===== config.mk =====
export PLATFORM = sky130hd
export DESIGN_NAME = tge_engine
export DESIGN_NICKNAME = d
export VERILOG_FILES = /design/src/rtl/tge_pkg.sv /design/src/rtl/tge_engine.sv
export SDC_FILE = /design/constraint.sdc
export NUM_CORES = 2
export LEC_CHECK = 0
export ABC_CLOCK_PERIOD_IN_PS = 10800
export BUFFER_PORTS_ARGS = -buffer_cell sky130_fd_sc_hd__buf_4
export CORE_ASPECT_RATIO = 0.9
export CORE_MARGIN = 2
export CORE_UTILIZATION = 36
export CTS_CLUSTER_DIAMETER = 150
export DETAILED_ROUTE_END_ITERATION = 6
export GPL_TIMING_DRIVEN = 0
export PLACE_DENSITY_LB_ADDON = 0.08
export SLEW_MARGIN = 20
export SYNTH_ARGS = -nofsm -noshare
export SYNTH_HDL_FRONTEND = slang
export SYNTH_SLANG_ARGS = --single-unit

===== constraint.sdc =====
create_clock -name i_ref_clk -period 10.8 [get_ports i_ref_clk]
set_clock_uncertainty 0.15 [all_clocks]
set_input_delay 0.54 -clock i_ref_clk [delete_from_list [all_inputs] [get_ports i_ref_clk]]
set_output_delay 0.54 -clock i_ref_clk [all_outputs]
set_load 0.01 [all_outputs]

===== src/rtl/tge_pkg.sv =====
/*
  Package for the text glyph and cursor engine: register offsets, field
  positions, reset values, glyph sizes and shared structs.
  Assumes an AXI4-Lite master with 32-bit data in front of the register file.
*/
package tge_pkg;
  // Register indices; byte address is four times the index
  localparam logic [7:0] IDX_INPUT_CONTROL = 8'h03;
  localparam logic [7:0] IDX_CURSOR_CONTROL = 8'h3c;
  localparam logic [7:0] IDX_BLINK_INTERVAL = 8'h3d;
  localparam logic [7:0] IDX_TCUR_HSIZE = 8'h3e;
  localparam logic [7:0] IDX_TCUR_VSIZE = 8'h3f;
  localparam logic [7:0] IDX_GCUR_X_LOW = 8'h40;
  localparam logic [7:0] IDX_GCUR_X_HIGH = 8'h41;
  localparam logic [7:0] IDX_GCUR_Y_LOW = 8'h42;
  localparam logic [7:0] IDX_GCUR_Y_HIGH = 8'h43;
  localparam logic [7:0] IDX_GCUR_COLOUR_ZERO = 8'h44;
  localparam logic [7:0] IDX_GCUR_COLOUR_ONE = 8'h45;
  localparam logic [7:0] IDX_TEXT_X_LOW = 8'h63;
  localparam logic [7:0] IDX_TEXT_X_HIGH = 8'h64;
  localparam logic [7:0] IDX_TEXT_Y_LOW = 8'h65;
  localparam logic [7:0] IDX_TEXT_Y_HIGH = 8'h66;
  localparam logic [7:0] IDX_CHAR_CONTROL = 8'hcd;
  localparam logic [7:0] IDX_LINE_GAP = 8'hd0;
  // Own registers
  localparam logic [7:0] IDX_SCAN_CONTROL = 8'h12;
  localparam logic [7:0] IDX_GLYPH_FORMAT = 8'hc0;
  localparam logic [7:0] IDX_GLYPH_BASE_0 = 8'hc1;
  localparam logic [7:0] IDX_GLYPH_BASE_1 = 8'hc2;
  localparam logic [7:0] IDX_GLYPH_BASE_2 = 8'hc3;
  localparam logic [7:0] IDX_GLYPH_BASE_3 = 8'hc4;
  localparam logic [7:0] IDX_GLYPH_CODE_LOW = 8'hc5;
  localparam logic [7:0] IDX_GLYPH_CODE_HIGH = 8'hc6;
  localparam logic [7:0] IDX_ENGINE_STATUS = 8'hc7;
  localparam logic [7:0] IDX_WIN_WIDTH_LOW = 8'hc8;
  localparam logic [7:0] IDX_WIN_WIDTH_HIGH = 8'hc9;
  localparam logic [7:0] IDX_WIN_HEIGHT_LOW = 8'hca;
  localparam logic [7:0] IDX_WIN_HEIGHT_HIGH = 8'hcb;
  localparam logic [7:0] IDX_FG_COLOUR = 8'hd2;
  localparam logic [7:0] IDX_BG_COLOUR = 8'hd5;

  // Field positions
  localparam int TEXT_MODE_BIT = 2;
  localparam int TCUR_EN_BIT = 1;
  localparam int TCUR_BLINK_BIT = 0;
  localparam int GCUR_SEL_LSB = 2;
  localparam int GCUR_EN_BIT = 4;
  localparam int VERTICAL_SCAN_DIRECTION_BIT = 3;
  localparam int PIP_EN_BIT = 7;
  localparam int ROTATE_BIT = 4;
  localparam int TRANSP_BIT = 6;
  localparam int FULL_ALIGN_BIT = 7;

  // Glyph formats and byte counts
  localparam logic [1:0] FMT_24X24 = 2'd0;
  localparam logic [1:0] FMT_16X32 = 2'd1;
  localparam logic [1:0] FMT_32X32 = 2'd2;
  localparam logic [7:0] BYTES_24X24 = 8'd72;
  localparam logic [7:0] BYTES_16X32 = 8'd64;
  localparam logic [7:0] BYTES_32X32 = 8'd128;
  localparam logic [15:0] FULL_WIDTH_CODE = 16'h8000;
  localparam logic [9:0] GCUR_IMAGE_BYTES = 10'd256;

  // Reset values
  localparam logic [7:0] RST_ZERO = 8'h00;
  localparam logic [7:0] RST_BLINK = 8'h10;
  localparam logic [7:0] RST_TCUR_SIZE = 8'h08;
  localparam logic [15:0] RST_WIN = 16'h0100;

  localparam logic [1:0] RESP_OKAY = 2'b00;
  localparam logic [1:0] RESP_SLVERR = 2'b10;

  typedef enum logic [1:0] {
    TGE_IDLE = 2'b00,
    TGE_FETCH = 2'b01,
    TGE_ADVANCE = 2'b11
  } tge_state_t;

  // Glyph memory read request
  typedef struct packed {
    logic valid;
    logic [31:0] addr;
  } tge_mem_req_t;

  // One glyph pixel written to display memory
  typedef struct packed {
    logic valid;
    logic [15:0] x;
    logic [15:0] y;
    logic [23:0] colour;
  } tge_pix_t;
endpackage


===== src/rtl/tge_engine.sv =====
/*
  Text glyph and cursor engine: AXI4-Lite register file, user glyph fetch
  and render, text input position with line wrap, text and graphic cursors.
  Assumes glyph memory answers each read with one byte in i_mem_rdata,
  one byte per request, and a frame pulse from the display timing logic.
*/
`timescale 1ns/1ps
module tge_engine
  import tge_pkg::*;
(
  input wire logic i_ref_clk,
  input wire logic i_srst,
  input wire logic [9:0] i_awaddr,
  input wire logic i_awvalid,
  output logic o_awready,
  input wire logic [31:0] i_wdata,
  input wire logic [3:0] i_wstrb,
  input wire logic i_wvalid,
  output logic o_wready,
  output logic [1:0] o_bresp,
  output logic o_bvalid,
  input wire logic i_bready,
  input wire logic [9:0] i_araddr,
  input wire logic i_arvalid,
  output logic o_arready,
  output logic [31:0] o_rdata,
  output logic [1:0] o_rresp,
  output logic o_rvalid,
  input wire logic i_rready,
  output tge_pkg::tge_mem_req_t o_mem_req,
  input wire logic i_mem_rvalid,
  input wire logic [7:0] i_mem_rdata,
  output tge_pkg::tge_pix_t o_pix,
  input wire logic i_frame,
  output logic o_text_cursor_show,
  output logic [15:0] o_text_cursor_w,
  output logic [15:0] o_text_cursor_h,
  output logic o_gfx_cursor_show,
  output logic [15:0] o_gfx_cursor_x,
  output logic [15:0] o_gfx_cursor_y,
  output logic [9:0] o_gfx_cursor_base,
  output logic o_pip_allow,
  input wire logic [1:0] i_gcur_index,
  output logic [23:0] o_gcur_colour
);
  import tge_pkg::*;

  ////////////////////////////////////////////////////////////////////////////
  // Register file
  logic [7:0] regs_q [0:255];
  logic [7:0] regs_d [0:255];
  logic aw_hold_q, aw_hold_d, w_hold_q, w_hold_d, bvalid_q, bvalid_d;
  logic [7:0] aw_idx_q, aw_idx_d;
  logic [7:0] wbyte_q, wbyte_d;
  logic wen_q, wen_d;
  logic rvalid_q, rvalid_d;
  logic [31:0] rdata_q, rdata_d;
  logic [1:0] rresp_q, rresp_d, bresp_q, bresp_d;
  logic wr_fire;
  logic code_wr;

  function automatic logic mapped(input logic [7:0] idx);
    case (idx)
      IDX_INPUT_CONTROL, IDX_CURSOR_CONTROL, IDX_BLINK_INTERVAL, IDX_TCUR_HSIZE,
      IDX_TCUR_VSIZE, IDX_GCUR_X_LOW, IDX_GCUR_X_HIGH, IDX_GCUR_Y_LOW,
      IDX_GCUR_Y_HIGH, IDX_GCUR_COLOUR_ZERO, IDX_GCUR_COLOUR_ONE, IDX_TEXT_X_LOW,
      IDX_TEXT_X_HIGH, IDX_TEXT_Y_LOW, IDX_TEXT_Y_HIGH, IDX_CHAR_CONTROL,
      IDX_LINE_GAP, IDX_SCAN_CONTROL, IDX_GLYPH_FORMAT, IDX_GLYPH_BASE_0,
      IDX_GLYPH_BASE_1, IDX_GLYPH_BASE_2, IDX_GLYPH_BASE_3, IDX_GLYPH_CODE_LOW,
      IDX_GLYPH_CODE_HIGH, IDX_ENGINE_STATUS, IDX_WIN_WIDTH_LOW, IDX_WIN_WIDTH_HIGH,
      IDX_WIN_HEIGHT_LOW, IDX_WIN_HEIGHT_HIGH,
      IDX_FG_COLOUR, IDX_FG_COLOUR + 8'd1, IDX_FG_COLOUR + 8'd2,
      IDX_BG_COLOUR, IDX_BG_COLOUR + 8'd1, IDX_BG_COLOUR + 8'd2:
        mapped = 1'b1;
      default:
        mapped = 1'b0;
    endcase
  endfunction

  assign o_awready = !aw_hold_q && !bvalid_q;
  assign o_wready = !w_hold_q && !bvalid_q;
  assign o_arready = !rvalid_q;
  assign o_bvalid = bvalid_q;
  assign o_bresp = bresp_q;
  assign o_rvalid = rvalid_q;
  assign o_rdata = rdata_q;
  assign o_rresp = rresp_q;
  assign wr_fire = (aw_hold_q || (i_awvalid && o_awready))
                 && (w_hold_q || (i_wvalid && o_wready)) && !bvalid_q;

  always_comb
  begin
    aw_hold_d = aw_hold_q;
    w_hold_d = w_hold_q;
    aw_idx_d = aw_idx_q;
    wbyte_d = wbyte_q;
    wen_d = wen_q;
    bvalid_d = bvalid_q;
    bresp_d = bresp_q;
    if (i_awvalid && o_awready)
    begin
      aw_hold_d = 1'b1;
      aw_idx_d = i_awaddr[9:2];
    end
    if (i_wvalid && o_wready)
    begin
      w_hold_d = 1'b1;
      wbyte_d = i_wdata[7:0];
      wen_d = i_wstrb[0];
    end
    if (wr_fire)
    begin
      aw_hold_d = 1'b0;
      w_hold_d = 1'b0;
      bvalid_d = 1'b1;
      bresp_d = mapped(aw_idx_d) ? RESP_OKAY : RESP_SLVERR;
    end
    if (bvalid_q && i_bready)
    begin
      bvalid_d = 1'b0;
    end
  end

  // Write commit in the same cycle that both channels are accepted or held
  logic commit;
  logic [7:0] commit_idx;
  logic [7:0] commit_byte;
  assign commit = wr_fire;
  assign commit_idx = (i_awvalid && o_awready) ? i_awaddr[9:2] : aw_idx_q;
  assign commit_byte = (i_wvalid && o_wready) ? i_wdata[7:0] : wbyte_q;
  logic commit_en;
  assign commit_en = (i_wvalid && o_wready) ? i_wstrb[0] : wen_q;
  assign code_wr = commit && commit_en && (commit_idx == IDX_GLYPH_CODE_HIGH);

  always_comb
  begin
    rvalid_d = rvalid_q;
    rdata_d = rdata_q;
    rresp_d = rresp_q;
    if (i_arvalid && o_arready)
    begin
      rvalid_d = 1'b1;
      rdata_d = {24'h000000, regs_q[i_araddr[9:2]]};
      rresp_d = mapped(i_araddr[9:2]) ? RESP_OKAY : RESP_SLVERR;
      if (!mapped(i_araddr[9:2]))
      begin
        rdata_d = 32'h00000000;
      end
    end
    else if (rvalid_q && i_rready)
    begin
      rvalid_d = 1'b0;
    end
  end

  always_ff @(posedge i_ref_clk)
  begin
    if (i_srst)
    begin
      aw_hold_q <= 1'b0;
      w_hold_q <= 1'b0;
      aw_idx_q <= 8'h00;
      wbyte_q <= 8'h00;
      wen_q <= 1'b0;
      bvalid_q <= 1'b0;
      bresp_q <= RESP_OKAY;
      rvalid_q <= 1'b0;
      rdata_q <= 32'h00000000;
      rresp_q <= RESP_OKAY;
    end
    else
    begin
      aw_hold_q <= aw_hold_d;
      w_hold_q <= w_hold_d;
      aw_idx_q <= aw_idx_d;
      wbyte_q <= wbyte_d;
      wen_q <= wen_d;
      bvalid_q <= bvalid_d;
      bresp_q <= bresp_d;
      rvalid_q <= rvalid_d;
      rdata_q <= rdata_d;
      rresp_q <= rresp_d;
    end
  end

  ////////////////////////////////////////////////////////////////////////////
  // Control fields
  logic text_mode, vertical_scan_direction_up, rotate, transp, full_align, tcur_en, blink_en;
  logic [1:0] gfmt;
  logic [2:0] mag_w, mag_h;
  logic [15:0] win_w, win_h;
  logic [31:0] glyph_base;
  logic [15:0] glyph_code;
  logic [23:0] fg_colour, bg_colour;
  logic [7:0] glyph_bytes;
  logic [4:0] glyph_w, glyph_h;
  logic busy;

  assign text_mode = regs_q[IDX_INPUT_CONTROL][TEXT_MODE_BIT];
  assign vertical_scan_direction_up = regs_q[IDX_SCAN_CONTROL][VERTICAL_SCAN_DIRECTION_BIT];
  assign rotate = regs_q[IDX_CHAR_CONTROL][ROTATE_BIT];
  assign transp = regs_q[IDX_CHAR_CONTROL][TRANSP_BIT];
  assign full_align = regs_q[IDX_CHAR_CONTROL][FULL_ALIGN_BIT];
  assign tcur_en = regs_q[IDX_CURSOR_CONTROL][TCUR_EN_BIT];
  assign blink_en = regs_q[IDX_CURSOR_CONTROL][TCUR_BLINK_BIT];
  assign mag_w = {1'b0, regs_q[IDX_CHAR_CONTROL][3:2]} + 3'd1;
  assign mag_h = {1'b0, regs_q[IDX_CHAR_CONTROL][1:0]} + 3'd1;
  assign gfmt = regs_q[IDX_GLYPH_FORMAT][1:0];
  assign win_w = {regs_q[IDX_WIN_WIDTH_HIGH], regs_q[IDX_WIN_WIDTH_LOW]};
  assign win_h = {regs_q[IDX_WIN_HEIGHT_HIGH], regs_q[IDX_WIN_HEIGHT_LOW]};
  assign glyph_base = {regs_q[IDX_GLYPH_BASE_3], regs_q[IDX_GLYPH_BASE_2],
                       regs_q[IDX_GLYPH_BASE_1], regs_q[IDX_GLYPH_BASE_0]};
  assign glyph_code = {regs_q[IDX_GLYPH_CODE_HIGH], regs_q[IDX_GLYPH_CODE_LOW]};
  assign fg_colour = {regs_q[IDX_FG_COLOUR + 8'd2], regs_q[IDX_FG_COLOUR + 8'd1],
                      regs_q[IDX_FG_COLOUR]};
  assign bg_colour = {regs_q[IDX_BG_COLOUR + 8'd2], regs_q[IDX_BG_COLOUR + 8'd1],
                      regs_q[IDX_BG_COLOUR]};

  // byte count and shape per format
  always_comb
  begin
    case (gfmt)
      FMT_16X32:
      begin
        glyph_bytes = BYTES_16X32;
        glyph_w = 5'd15;
        glyph_h = 5'd31;
      end
      FMT_32X32:
      begin
        glyph_bytes = BYTES_32X32;
        glyph_w = 5'd31;
        glyph_h = 5'd31;
      end
      default:
      begin
        glyph_bytes = BYTES_24X24;
        glyph_w = 5'd23;
        glyph_h = 5'd23;
      end
    endcase
  end

  ////////////////////////////////////////////////////////////////////////////
  // Glyph engine
  tge_state_t st_q, st_d;
  logic [7:0] byte_q, byte_d;
  logic [31:0] gaddr_q, gaddr_d;
  logic req_q, req_d;
  logic [7:0] bits_q, bits_d;
  logic [3:0] bit_q, bit_d;
  logic [9:0] px_q, px_d;
  logic [15:0] cx_q, cy_q, cx_d, cy_d;
  tge_pix_t pix_q, pix_d;
  logic [15:0] adv_w, adv_h, line_step;
  logic [4:0] col, row;
  logic set_pos_x, set_pos_y;

  assign busy = (st_q != TGE_IDLE);
  // half width glyphs take a half advance only without alignment
  assign adv_w = (glyph_code < FULL_WIDTH_CODE && !full_align)
               ? 16'(({11'd0, glyph_w} + 16'd1) >> 1) * 16'(mag_w)
               : 16'({11'd0, glyph_w} + 16'd1) * 16'(mag_w);
  // line gap added to line pitch
  assign adv_h = 16'({11'd0, glyph_h} + 16'd1) * 16'(mag_h);
  assign line_step = adv_h + 16'(regs_q[IDX_LINE_GAP]);
  assign col = 5'(px_q % (10'(glyph_w) + 10'd1));
  assign row = 5'(px_q / (10'(glyph_w) + 10'd1));
  assign set_pos_x = commit && commit_en
                   && (commit_idx == IDX_TEXT_X_LOW || commit_idx == IDX_TEXT_X_HIGH);
  assign set_pos_y = commit && commit_en
                   && (commit_idx == IDX_TEXT_Y_LOW || commit_idx == IDX_TEXT_Y_HIGH);

  always_comb
  begin
    st_d = st_q;
    byte_d = byte_q;
    gaddr_d = gaddr_q;
    req_d = 1'b0;
    bits_d = bits_q;
    bit_d = bit_q;
    px_d = px_q;
    cx_d = cx_q;
    cy_d = cy_q;
    pix_d = '0;
    case (st_q)
      TGE_IDLE:
      begin
        // glyphs rendered only in text mode
        if (code_wr && text_mode)
        begin
          st_d = TGE_FETCH;
          byte_d = 8'd0;
          bit_d = 4'd8;
          px_d = 10'd0;
          // table base plus code times glyph size
          gaddr_d = glyph_base + 32'({commit_byte, regs_q[IDX_GLYPH_CODE_LOW]})
                  * 32'(glyph_bytes);
          req_d = 1'b1;
        end
      end
      TGE_FETCH:
      begin
        if (bit_q == 4'd8)
        begin
          if (i_mem_rvalid)
          begin
            bits_d = i_mem_rdata;
            bit_d = 4'd0;
            byte_d = byte_q + 8'd1;
          end
        end
        else
        begin
          // Bit 7 of each byte is the leftmost pixel
          // background skipped when transparent
          if (bits_q[3'd7 - bit_q[2:0]] || !transp)
          begin
            pix_d.valid = 1'b1;
            pix_d.colour = bits_q[3'd7 - bit_q[2:0]] ? fg_colour : bg_colour;
            // rotated glyph: column and row swapped
            pix_d.x = rotate ? cx_q + 16'(row) : cx_q + 16'(col);
            pix_d.y = rotate ? cy_q + 16'(col) : cy_q + 16'(row);
          end
          px_d = px_q + 10'd1;
          bit_d = bit_q + 4'd1;
          if (bit_q == 4'd7)
          begin
            bit_d = 4'd8;
            if (byte_q == glyph_bytes)
            begin
              st_d = TGE_ADVANCE;
            end
            else
            begin
              gaddr_d = gaddr_q + 32'd1;
              req_d = 1'b1;
            end
          end
        end
      end
      TGE_ADVANCE:
      begin
        st_d = TGE_IDLE;
        // advance with wrap at window edge
        if (!rotate)
        begin
          if (cx_q + adv_w + adv_w > win_w)
          begin
            cx_d = 16'd0;
            cy_d = cy_q + line_step;
          end
          else
          begin
            cx_d = cx_q + adv_w;
          end
        end
        else if (cy_q + adv_w + adv_w > win_h)
        begin
          cy_d = 16'd0;
          cx_d = cx_q + line_step;
        end
        else
        begin
          cy_d = cy_q + adv_w;
        end
      end
      default:
      begin
        st_d = TGE_IDLE;
      end
    endcase
    if (set_pos_x)
    begin
      cx_d = (commit_idx == IDX_TEXT_X_LOW) ? {cx_q[15:8], commit_byte}
                                            : {commit_byte, cx_q[7:0]};
    end
    if (set_pos_y)
    begin
      cy_d = (commit_idx == IDX_TEXT_Y_LOW) ? {cy_q[15:8], commit_byte}
                                            : {commit_byte, cy_q[7:0]};
    end
  end

  always_ff @(posedge i_ref_clk)
  begin
    if (i_srst)
    begin
      st_q <= TGE_IDLE;
      byte_q <= 8'd0;
      gaddr_q <= 32'd0;
      req_q <= 1'b0;
      bits_q <= 8'd0;
      bit_q <= 4'd8;
      px_q <= 10'd0;
      cx_q <= 16'd0;
      cy_q <= 16'd0;
      pix_q <= '0;
    end
    else
    begin
      st_q <= st_d;
      byte_q <= byte_d;
      gaddr_q <= gaddr_d;
      req_q <= req_d;
      bits_q <= bits_d;
      bit_q <= bit_d;
      px_q <= px_d;
      cx_q <= cx_d;
      cy_q <= cy_d;
      pix_q <= pix_d;
    end
  end

  assign o_mem_req.valid = req_q;
  assign o_mem_req.addr = gaddr_q;
  assign o_pix = pix_q;

  // Register array next values; position and status mirror engine state
  always_comb
  begin
    for (int i = 0; i < 256; i++)
    begin
      regs_d[i] = regs_q[i];
    end
    if (commit && commit_en && mapped(commit_idx) && commit_idx != IDX_ENGINE_STATUS)
    begin
      regs_d[commit_idx] = commit_byte;
    end
    regs_d[IDX_TEXT_X_LOW] = cx_d[7:0];
    regs_d[IDX_TEXT_X_HIGH] = cx_d[15:8];
    regs_d[IDX_TEXT_Y_LOW] = cy_d[7:0];
    regs_d[IDX_TEXT_Y_HIGH] = cy_d[15:8];
    regs_d[IDX_ENGINE_STATUS] = {7'd0, st_d != TGE_IDLE};
  end

  always_ff @(posedge i_ref_clk)
  begin
    for (int i = 0; i < 256; i++)
    begin
      if (i_srst)
      begin
        case (8'(i))
          IDX_BLINK_INTERVAL: regs_q[i] <= RST_BLINK;
          IDX_TCUR_HSIZE, IDX_TCUR_VSIZE: regs_q[i] <= RST_TCUR_SIZE;
          IDX_WIN_WIDTH_HIGH, IDX_WIN_HEIGHT_HIGH: regs_q[i] <= RST_WIN[15:8];
          default: regs_q[i] <= RST_ZERO;
        endcase
      end
      else
      begin
        regs_q[i] <= regs_d[i];
      end
    end
  end

  ////////////////////////////////////////////////////////////////////////////
  // Cursors
  logic [7:0] frames_q, frames_d;
  logic phase_q, phase_d;
  logic [23:0] gcol_q, gcol_d;

  always_comb
  begin
    frames_d = frames_q;
    phase_d = phase_q;
    if (!blink_en)
    begin
      frames_d = 8'd0;
      phase_d = 1'b1;
    end
    else if (i_frame)
    begin
      frames_d = frames_q + 8'd1;
      if (frames_q + 8'd1 >= regs_q[IDX_BLINK_INTERVAL])
      begin
        frames_d = 8'd0;
        phase_d = !phase_q;
      end
    end
    case (i_gcur_index)
      2'b00: gcol_d = {16'h0000, regs_q[IDX_GCUR_COLOUR_ZERO]};
      2'b01: gcol_d = {16'h0000, regs_q[IDX_GCUR_COLOUR_ONE]};
      2'b10: gcol_d = bg_colour;
      default: gcol_d = ~bg_colour;
    endcase
  end

  always_ff @(posedge i_ref_clk)
  begin
    if (i_srst)
    begin
      frames_q <= 8'd0;
      phase_q <= 1'b1;
      gcol_q <= 24'h000000;
    end
    else
    begin
      frames_q <= frames_d;
      phase_q <= phase_d;
      gcol_q <= gcol_d;
    end
  end

  assign o_text_cursor_show = tcur_en && text_mode && !vertical_scan_direction_up && phase_q;
  assign o_gfx_cursor_show = regs_q[IDX_CURSOR_CONTROL][GCUR_EN_BIT] && !vertical_scan_direction_up;
  assign o_pip_allow = regs_q[IDX_SCAN_CONTROL][PIP_EN_BIT] && !vertical_scan_direction_up;
  assign o_text_cursor_w = 16'(regs_q[IDX_TCUR_HSIZE]) * 16'(mag_w);
  assign o_text_cursor_h = 16'(regs_q[IDX_TCUR_VSIZE]) * 16'(mag_h);
  assign o_gfx_cursor_x = {regs_q[IDX_GCUR_X_HIGH], regs_q[IDX_GCUR_X_LOW]};
  assign o_gfx_cursor_y = {regs_q[IDX_GCUR_Y_HIGH], regs_q[IDX_GCUR_Y_LOW]};
  assign o_gfx_cursor_base = 10'(regs_q[IDX_CURSOR_CONTROL][GCUR_SEL_LSB +: 2])
                           * GCUR_IMAGE_BYTES;
  assign o_gcur_colour = gcol_q;
endmodule


======== Yosys cells after proc, flatten, opt, wreduce, memory -nomap -nowiden ========
Memory sizes are Yosys's and may differ from the RTL's.
Cells that the tools add are included.
storage, ports and cells
  RAM bits ................................ 2,048
  output and inout bits ................... 232
  memories ................................ 1
  register bits ........................... 244
  word-level logic and storage cells ...... 796
operators by class
  order comparisons ....................... 7
  reduce and logical (&&, ||, !) cells .... 55
  muxes and demuxes ....................... 326
  add/sub/neg operators ................... 23
  divide/modulo/power cells ............... 2
  $mul .................................... 6
  bitwise operators ....................... 261
  eq/ne operators ......................... 89
memories
  memory  depth  bits a word  read ports  clocked after Yosys merged registers in  write ports  RTL line          text
  regs_q  256    8            257         0                                        256          tge_engine.sv:50  logic [7:0] regs_q [0:255];
operators with widths
  cell                                                              number
  8-bit 2-to-1 mux                                                  264
  2048-bit bitwise mux                                              1
  2048-bit 2-to-1 mux                                               1
  8-bit == test (second input constant)                             40
  1-bit OR                                                          256
  16-bit 2-to-1 mux                                                 15
  8-bit by 7-bit == test with 1-bit output (second input constant)  20
  32-bit 2-to-1 mux                                                 4
  24-bit one-hot mux with 3 select lines                            1
  36-bit OR reduction                                               2
  16-bit adder                                                      4
  16-bit by 5-bit adder with 16-bit output                          4
  8-bit demux with 8-bit select                                     1
  8-bit by 6-bit == test with 1-bit output (second input constant)  8
  32-bit one-hot mux with 2 select lines                            1
  57-bit 2-to-1 mux                                                 1
  16-bit by 10-bit adder with 16-bit output                         2
  32-bit by 1-bit adder with 32-bit output (second input constant)  1
  32-bit by 24-bit adder with 32-bit output                         1
  16-bit > comparator                                               2
  8-bit one-hot mux with 2 select lines                             2
  16-bit by 8-bit multiplier with 24-bit output                     1
  24-bit 2-to-1 mux                                                 1
  24-bit NOT                                                        1
  other kinds (51)                                                  135

======== Depth between registers and ports, before layout ========
An unclocked memory read counts as a cell.
  word-level depth ........................ 14
  gate-level depth with buffers ........... 55
  mapped depth without buffers ............ 52

======== Least setup slack after synthesis ========
Ideal clock, no wire load.
  kind .................................... register to register
  start point ............................. memory regs_q[192][0]
  end point ............................... register pix_q (netlist bit o_pix[53])
  required time ........................... 10,580 ps
  setup slack ............................. 184 ps
  period minus slack after synthesis ...... 10,616 ps
  cell stages (with the launch flop) ...... 53
  arrival ................................. 10,396 ps
  cells stage by stage .................... dfxtp_1 -> inv_1 -> ha_1 -> clkbuf_1 -> clkbuf_1 -> inv_1 -> ha_1 -> a21oi_1 -> ha_1 -> a21o_1 -> a221oi_1 -> inv_1 -> ha_1 -> o211a_1 -> or3_1 -> a21oi_1 -> ha_1 -> o21a_1 -> [... 17 more ...] -> mux2i_1 -> ha_1 -> o21a_1 -> o21ai_0 -> o211ai_1 -> a21oi_1 -> o31ai_1 -> a31oi_1 -> mux2i_1 -> o21ai_0 -> ha_1 -> inv_1 -> o21bai_1 -> a21oi_1 -> and3b_1 -> nand3_1 -> or3_1 -> a21oi_1
RTL lines
  item                  RTL line           text
  from (decl)           tge_engine.sv:50
  to (signal assigned)  tge_engine.sv:411  pix_q <= pix_d;
  to (decl)             tge_engine.sv:254  tge_pix_t pix_q, pix_d;

==> impl_metrics.json <==
{
  "yosysTopAreaCell": "dfxtp_1",
  "clockBufferDepth": 3,
  "htree_levels": 4,
  "final_antenna_net_count": 0,
  "maxSlewViolCount": 0,
  "ys_warn_count": 0,
  "end_kind": "flop",
  "worstSetupStartpointType": "flop",
  "critPathKind": "flop to flop",
  "route.vias.total": 61474,
  "drive_above_1_share": 0.193,
  "port_buffers": 224,
  "clockRootBuffer": "clkbuf_16",
  "worst_slew_pin_slew_ps": 1340,
  "crit_required_ps": 11430,
  "gp_congestion": 0.954,
  "post_drt_wl_per_cell_um": 28.7,
  "critPathMaxFanout": 5,
  "fillers": 22491,
  "synth_cell_types": 87,
  "fmaxAchievable_ghz": 0.0967,
  "cts.sinks": 2099,
  "antenna_found_initial": 59,
  "dp_slack_ps": -2730,
  "grt_pass1_wl_um": 466000,
  "period_share": 0.957,
  "synth.avg_cell_area_um2": 11.3,
  "grt_pass1_vias": 59049,
  "synthArstFlopShare": 0,
  "clock_latency_ps": 910,
  "die_h_um": 470,
  "die_x_um": 522,
  "grt_max_degree": 17,
  "irDropWorstVdd_mv": 0.190,
  "firstDrtPassIters": 6,
  "vias_per_cell": 5.26,
  "setup_slack_ps": 460,
  "wirelength_um": 335000,
  "final.min_clock_period_ps": 10340,
  "yosysSeqAreaShare": 0.484,
  "dp_cells": 11210,
  "drt_iter0_markers": 5977,
  "hold_viol": 0,
  "synth_edf_count": 0,
  "ys_top_cells_by_area": "dfxtp_1 (48%), mux4_2 (16%), nor2b_1 (12%)",
  "finalSetupViolCount": 0,
  "synth-main-ff-cell": "dfxtp_1",
  "finalNetCount": 8641,
  "synthToLayoutAreaGrowth_pct": 18.0,
  "fin_util": 0.426,
  "status": "completed",
  "synth_top_area_share": 0.484,
  "cts_tree": "done",
  "final_cell_mix": "dfxtp_1 (2097), nor2b_1 (1685), mux4_2 (622)",
  "dp.final_hpwl_um": 254000,
  "track_usage": 0.269,
  "relSlewSlack": 0.0997,
  "crit_buf_inv": 4,
  "die_area_um2": 245000,
  "rows": 171,
  "drv_cap": 0,
  "clkTransAtPathRegs_ps": 70,
  "hold_path.class": "input pin to flop",
  "ys_ff_latch": 2099,
  "grt_overflow": 0,
  "initial_core_util": 0.361,
  "arrival_ps": 10970,
  "p_leak_nw": 40.1,
  "final_common_cell": "dfxtp_1",
  "stdcell_count": 11679,
  "slowest_stage": "or3b_4",
  "numCtsBuffers": 218,
  "core_um2": 241000,
  "powerDensity_nw_per_um2": 164,
  "slowest_delay_ps": 410,
  "io_pins": 307,
  "syn_inst": 7690,
  "drc_errors": 0,
  "whs_ps": 105,
  "syn_area_um2": 86900,
  "cpLargestDelayFamily": "compound AO/OA/AOI/OAI gates"
}
-- routing by layer --
| metal | track usage | part of all wire |
|---|---|---|
| met5 | 0 | 0.00041 |
| met2 | 0.388 | 0.42 |
| met1 | 0.403 | 0.48 |
| met4 | 0.0741 | 0.030 |
| met3 | 0.0535 | 0.072 |
-- power by group --
part	leakage, nW	internal [mW]	switching [mW]
Combinational	19.5	0.278	0.789
Sequential	16.9	7.75	0.00792
Clock	3.72	4.58	3.39
-- flip-flops by register name, indices dropped and copies added (netlist names), 2 cells and up --
name	cells
bits_q	8
gaddr_q	32
wbyte_q	8
cy_q	15
o_pix	57
px_q	10
frames_q	8
o_rdata	8
st_q	2
regs_q	1883
cx_q	15
aw_idx_q	8
byte_q	8
o_gcur_colour	24
bit_q	4
-- through the flow --
| step | instance area, um^2 | power, mW | TNS (ps) |
|---|---|---|---|
| floorplan | 87100 | 8.42 | 0 |
| global placement | 92700 | 8.93 | -58600 |
| detailed placement | 94200 | 8.98 | -62450 |
| CTS | 102000 | 16.9 | 0 |
| global route | 103000 | 17.3 | -176 |
| finish | 103000 | 16.8 | 0 |
-- worst register-to-register path, delay by kind of cell (launching register included) --
kind,cells,cell delay [ps]
compound gates,23,3280
fa+ha+maj,9,2640
buf+inv,4,360
flops,1,370
mux,3,840
simple gates,11,2590
-- synthesized netlist by cell type (12+ instances only) --
| cell type | count |
|---|---|
| xor2_1 | 57 |
| ha_1 | 228 |
| fa_1 | 56 |
| nor3_1 | 58 |
| o21bai_1 | 21 |
| nand4_1 | 30 |
| a21o_1 | 59 |
| xnor2_1 | 107 |
| a31oi_1 | 22 |
| o22ai_1 | 15 |
| mux2i_1 | 151 |
| nand2b_1 | 37 |
| inv_1 | 211 |
| and3_1 | 23 |
| clkbuf_1 | 435 |
| buf_4 | 49 |
| a211oi_1 | 132 |
| and2_1 | 50 |
| nand2_1 | 248 |
| dfxtp_1 | 2099 |
| a22oi_1 | 22 |
| or3_1 | 30 |
| o211ai_1 | 12 |
| buf_2 | 21 |
| nand3_1 | 57 |
| mux2_2 | 26 |
| o21a_1 | 14 |
| o21ai_0 | 146 |
| nor2_1 | 494 |
| buf_1 | 68 |
| a21oi_1 | 251 |
| mux4_2 | 622 |
| nor2b_1 | 1687 |
-- repair_timing --
action / 4_1_cts / 5_1_grt
setup endpoints to repair: 32 / 26
hold buffers: 20 / 0
endpoints found under the hold margin: 26 / 0
setup buffers: 17 / 18
gates resized for setup: 46 / 45
pin swaps: 19 / 32
-- area by class of cell --
class,instances,area (um^2),share of cell area
Multi-Input combinational cell,4847,42300,0.412
Buffer,573,2570,0.0251
Tap cell,3200,4000,0.0390
Clock inverter,92,1210,0.0118
Inverter,211,796,0.00776
Timing Repair Buffer,332,3330,0.0324
Sequential cell,2099,42000,0.410
Clock buffer,311,6340,0.0618
Antenna cell,14,35.0,0.000342
-- kinds of logic after synthesis --
| kind of cell | share of synthesized area |
|---|---|
| flip-flops | 0.484 |
| multiplexers | 0.183 |
| buffers and inverters | 0.0367 |
| AND/OR/NAND/NOR | 0.178 |
| AO/OA/AOI/OAI | 0.0565 |
| adder cells (fa/ha/maj) | 0.0457 |
| other | 0.0000432 |
| XOR/XNOR | 0.0165 |
-- final timing paths --
check	cells past startpoint	end	startpoint	slack [ps]
min reg2reg	1	phase_q$_SDFFE_PP1P_	regs_q[60][0]$_SDFFE_PP0P_	280
min	5	cx_q[12]$_SDFFE_PP0P_	i_wdata[4]	100
max reg2reg	50	o_pix[55]$_SDFF_PP0_	regs_q[192][0]$_SDFFE_PP0P_	460
max	50	o_pix[55]$_SDFF_PP0_	regs_q[192][0]$_SDFFE_PP0P_	460
Power figures use the tool's default switching activity.
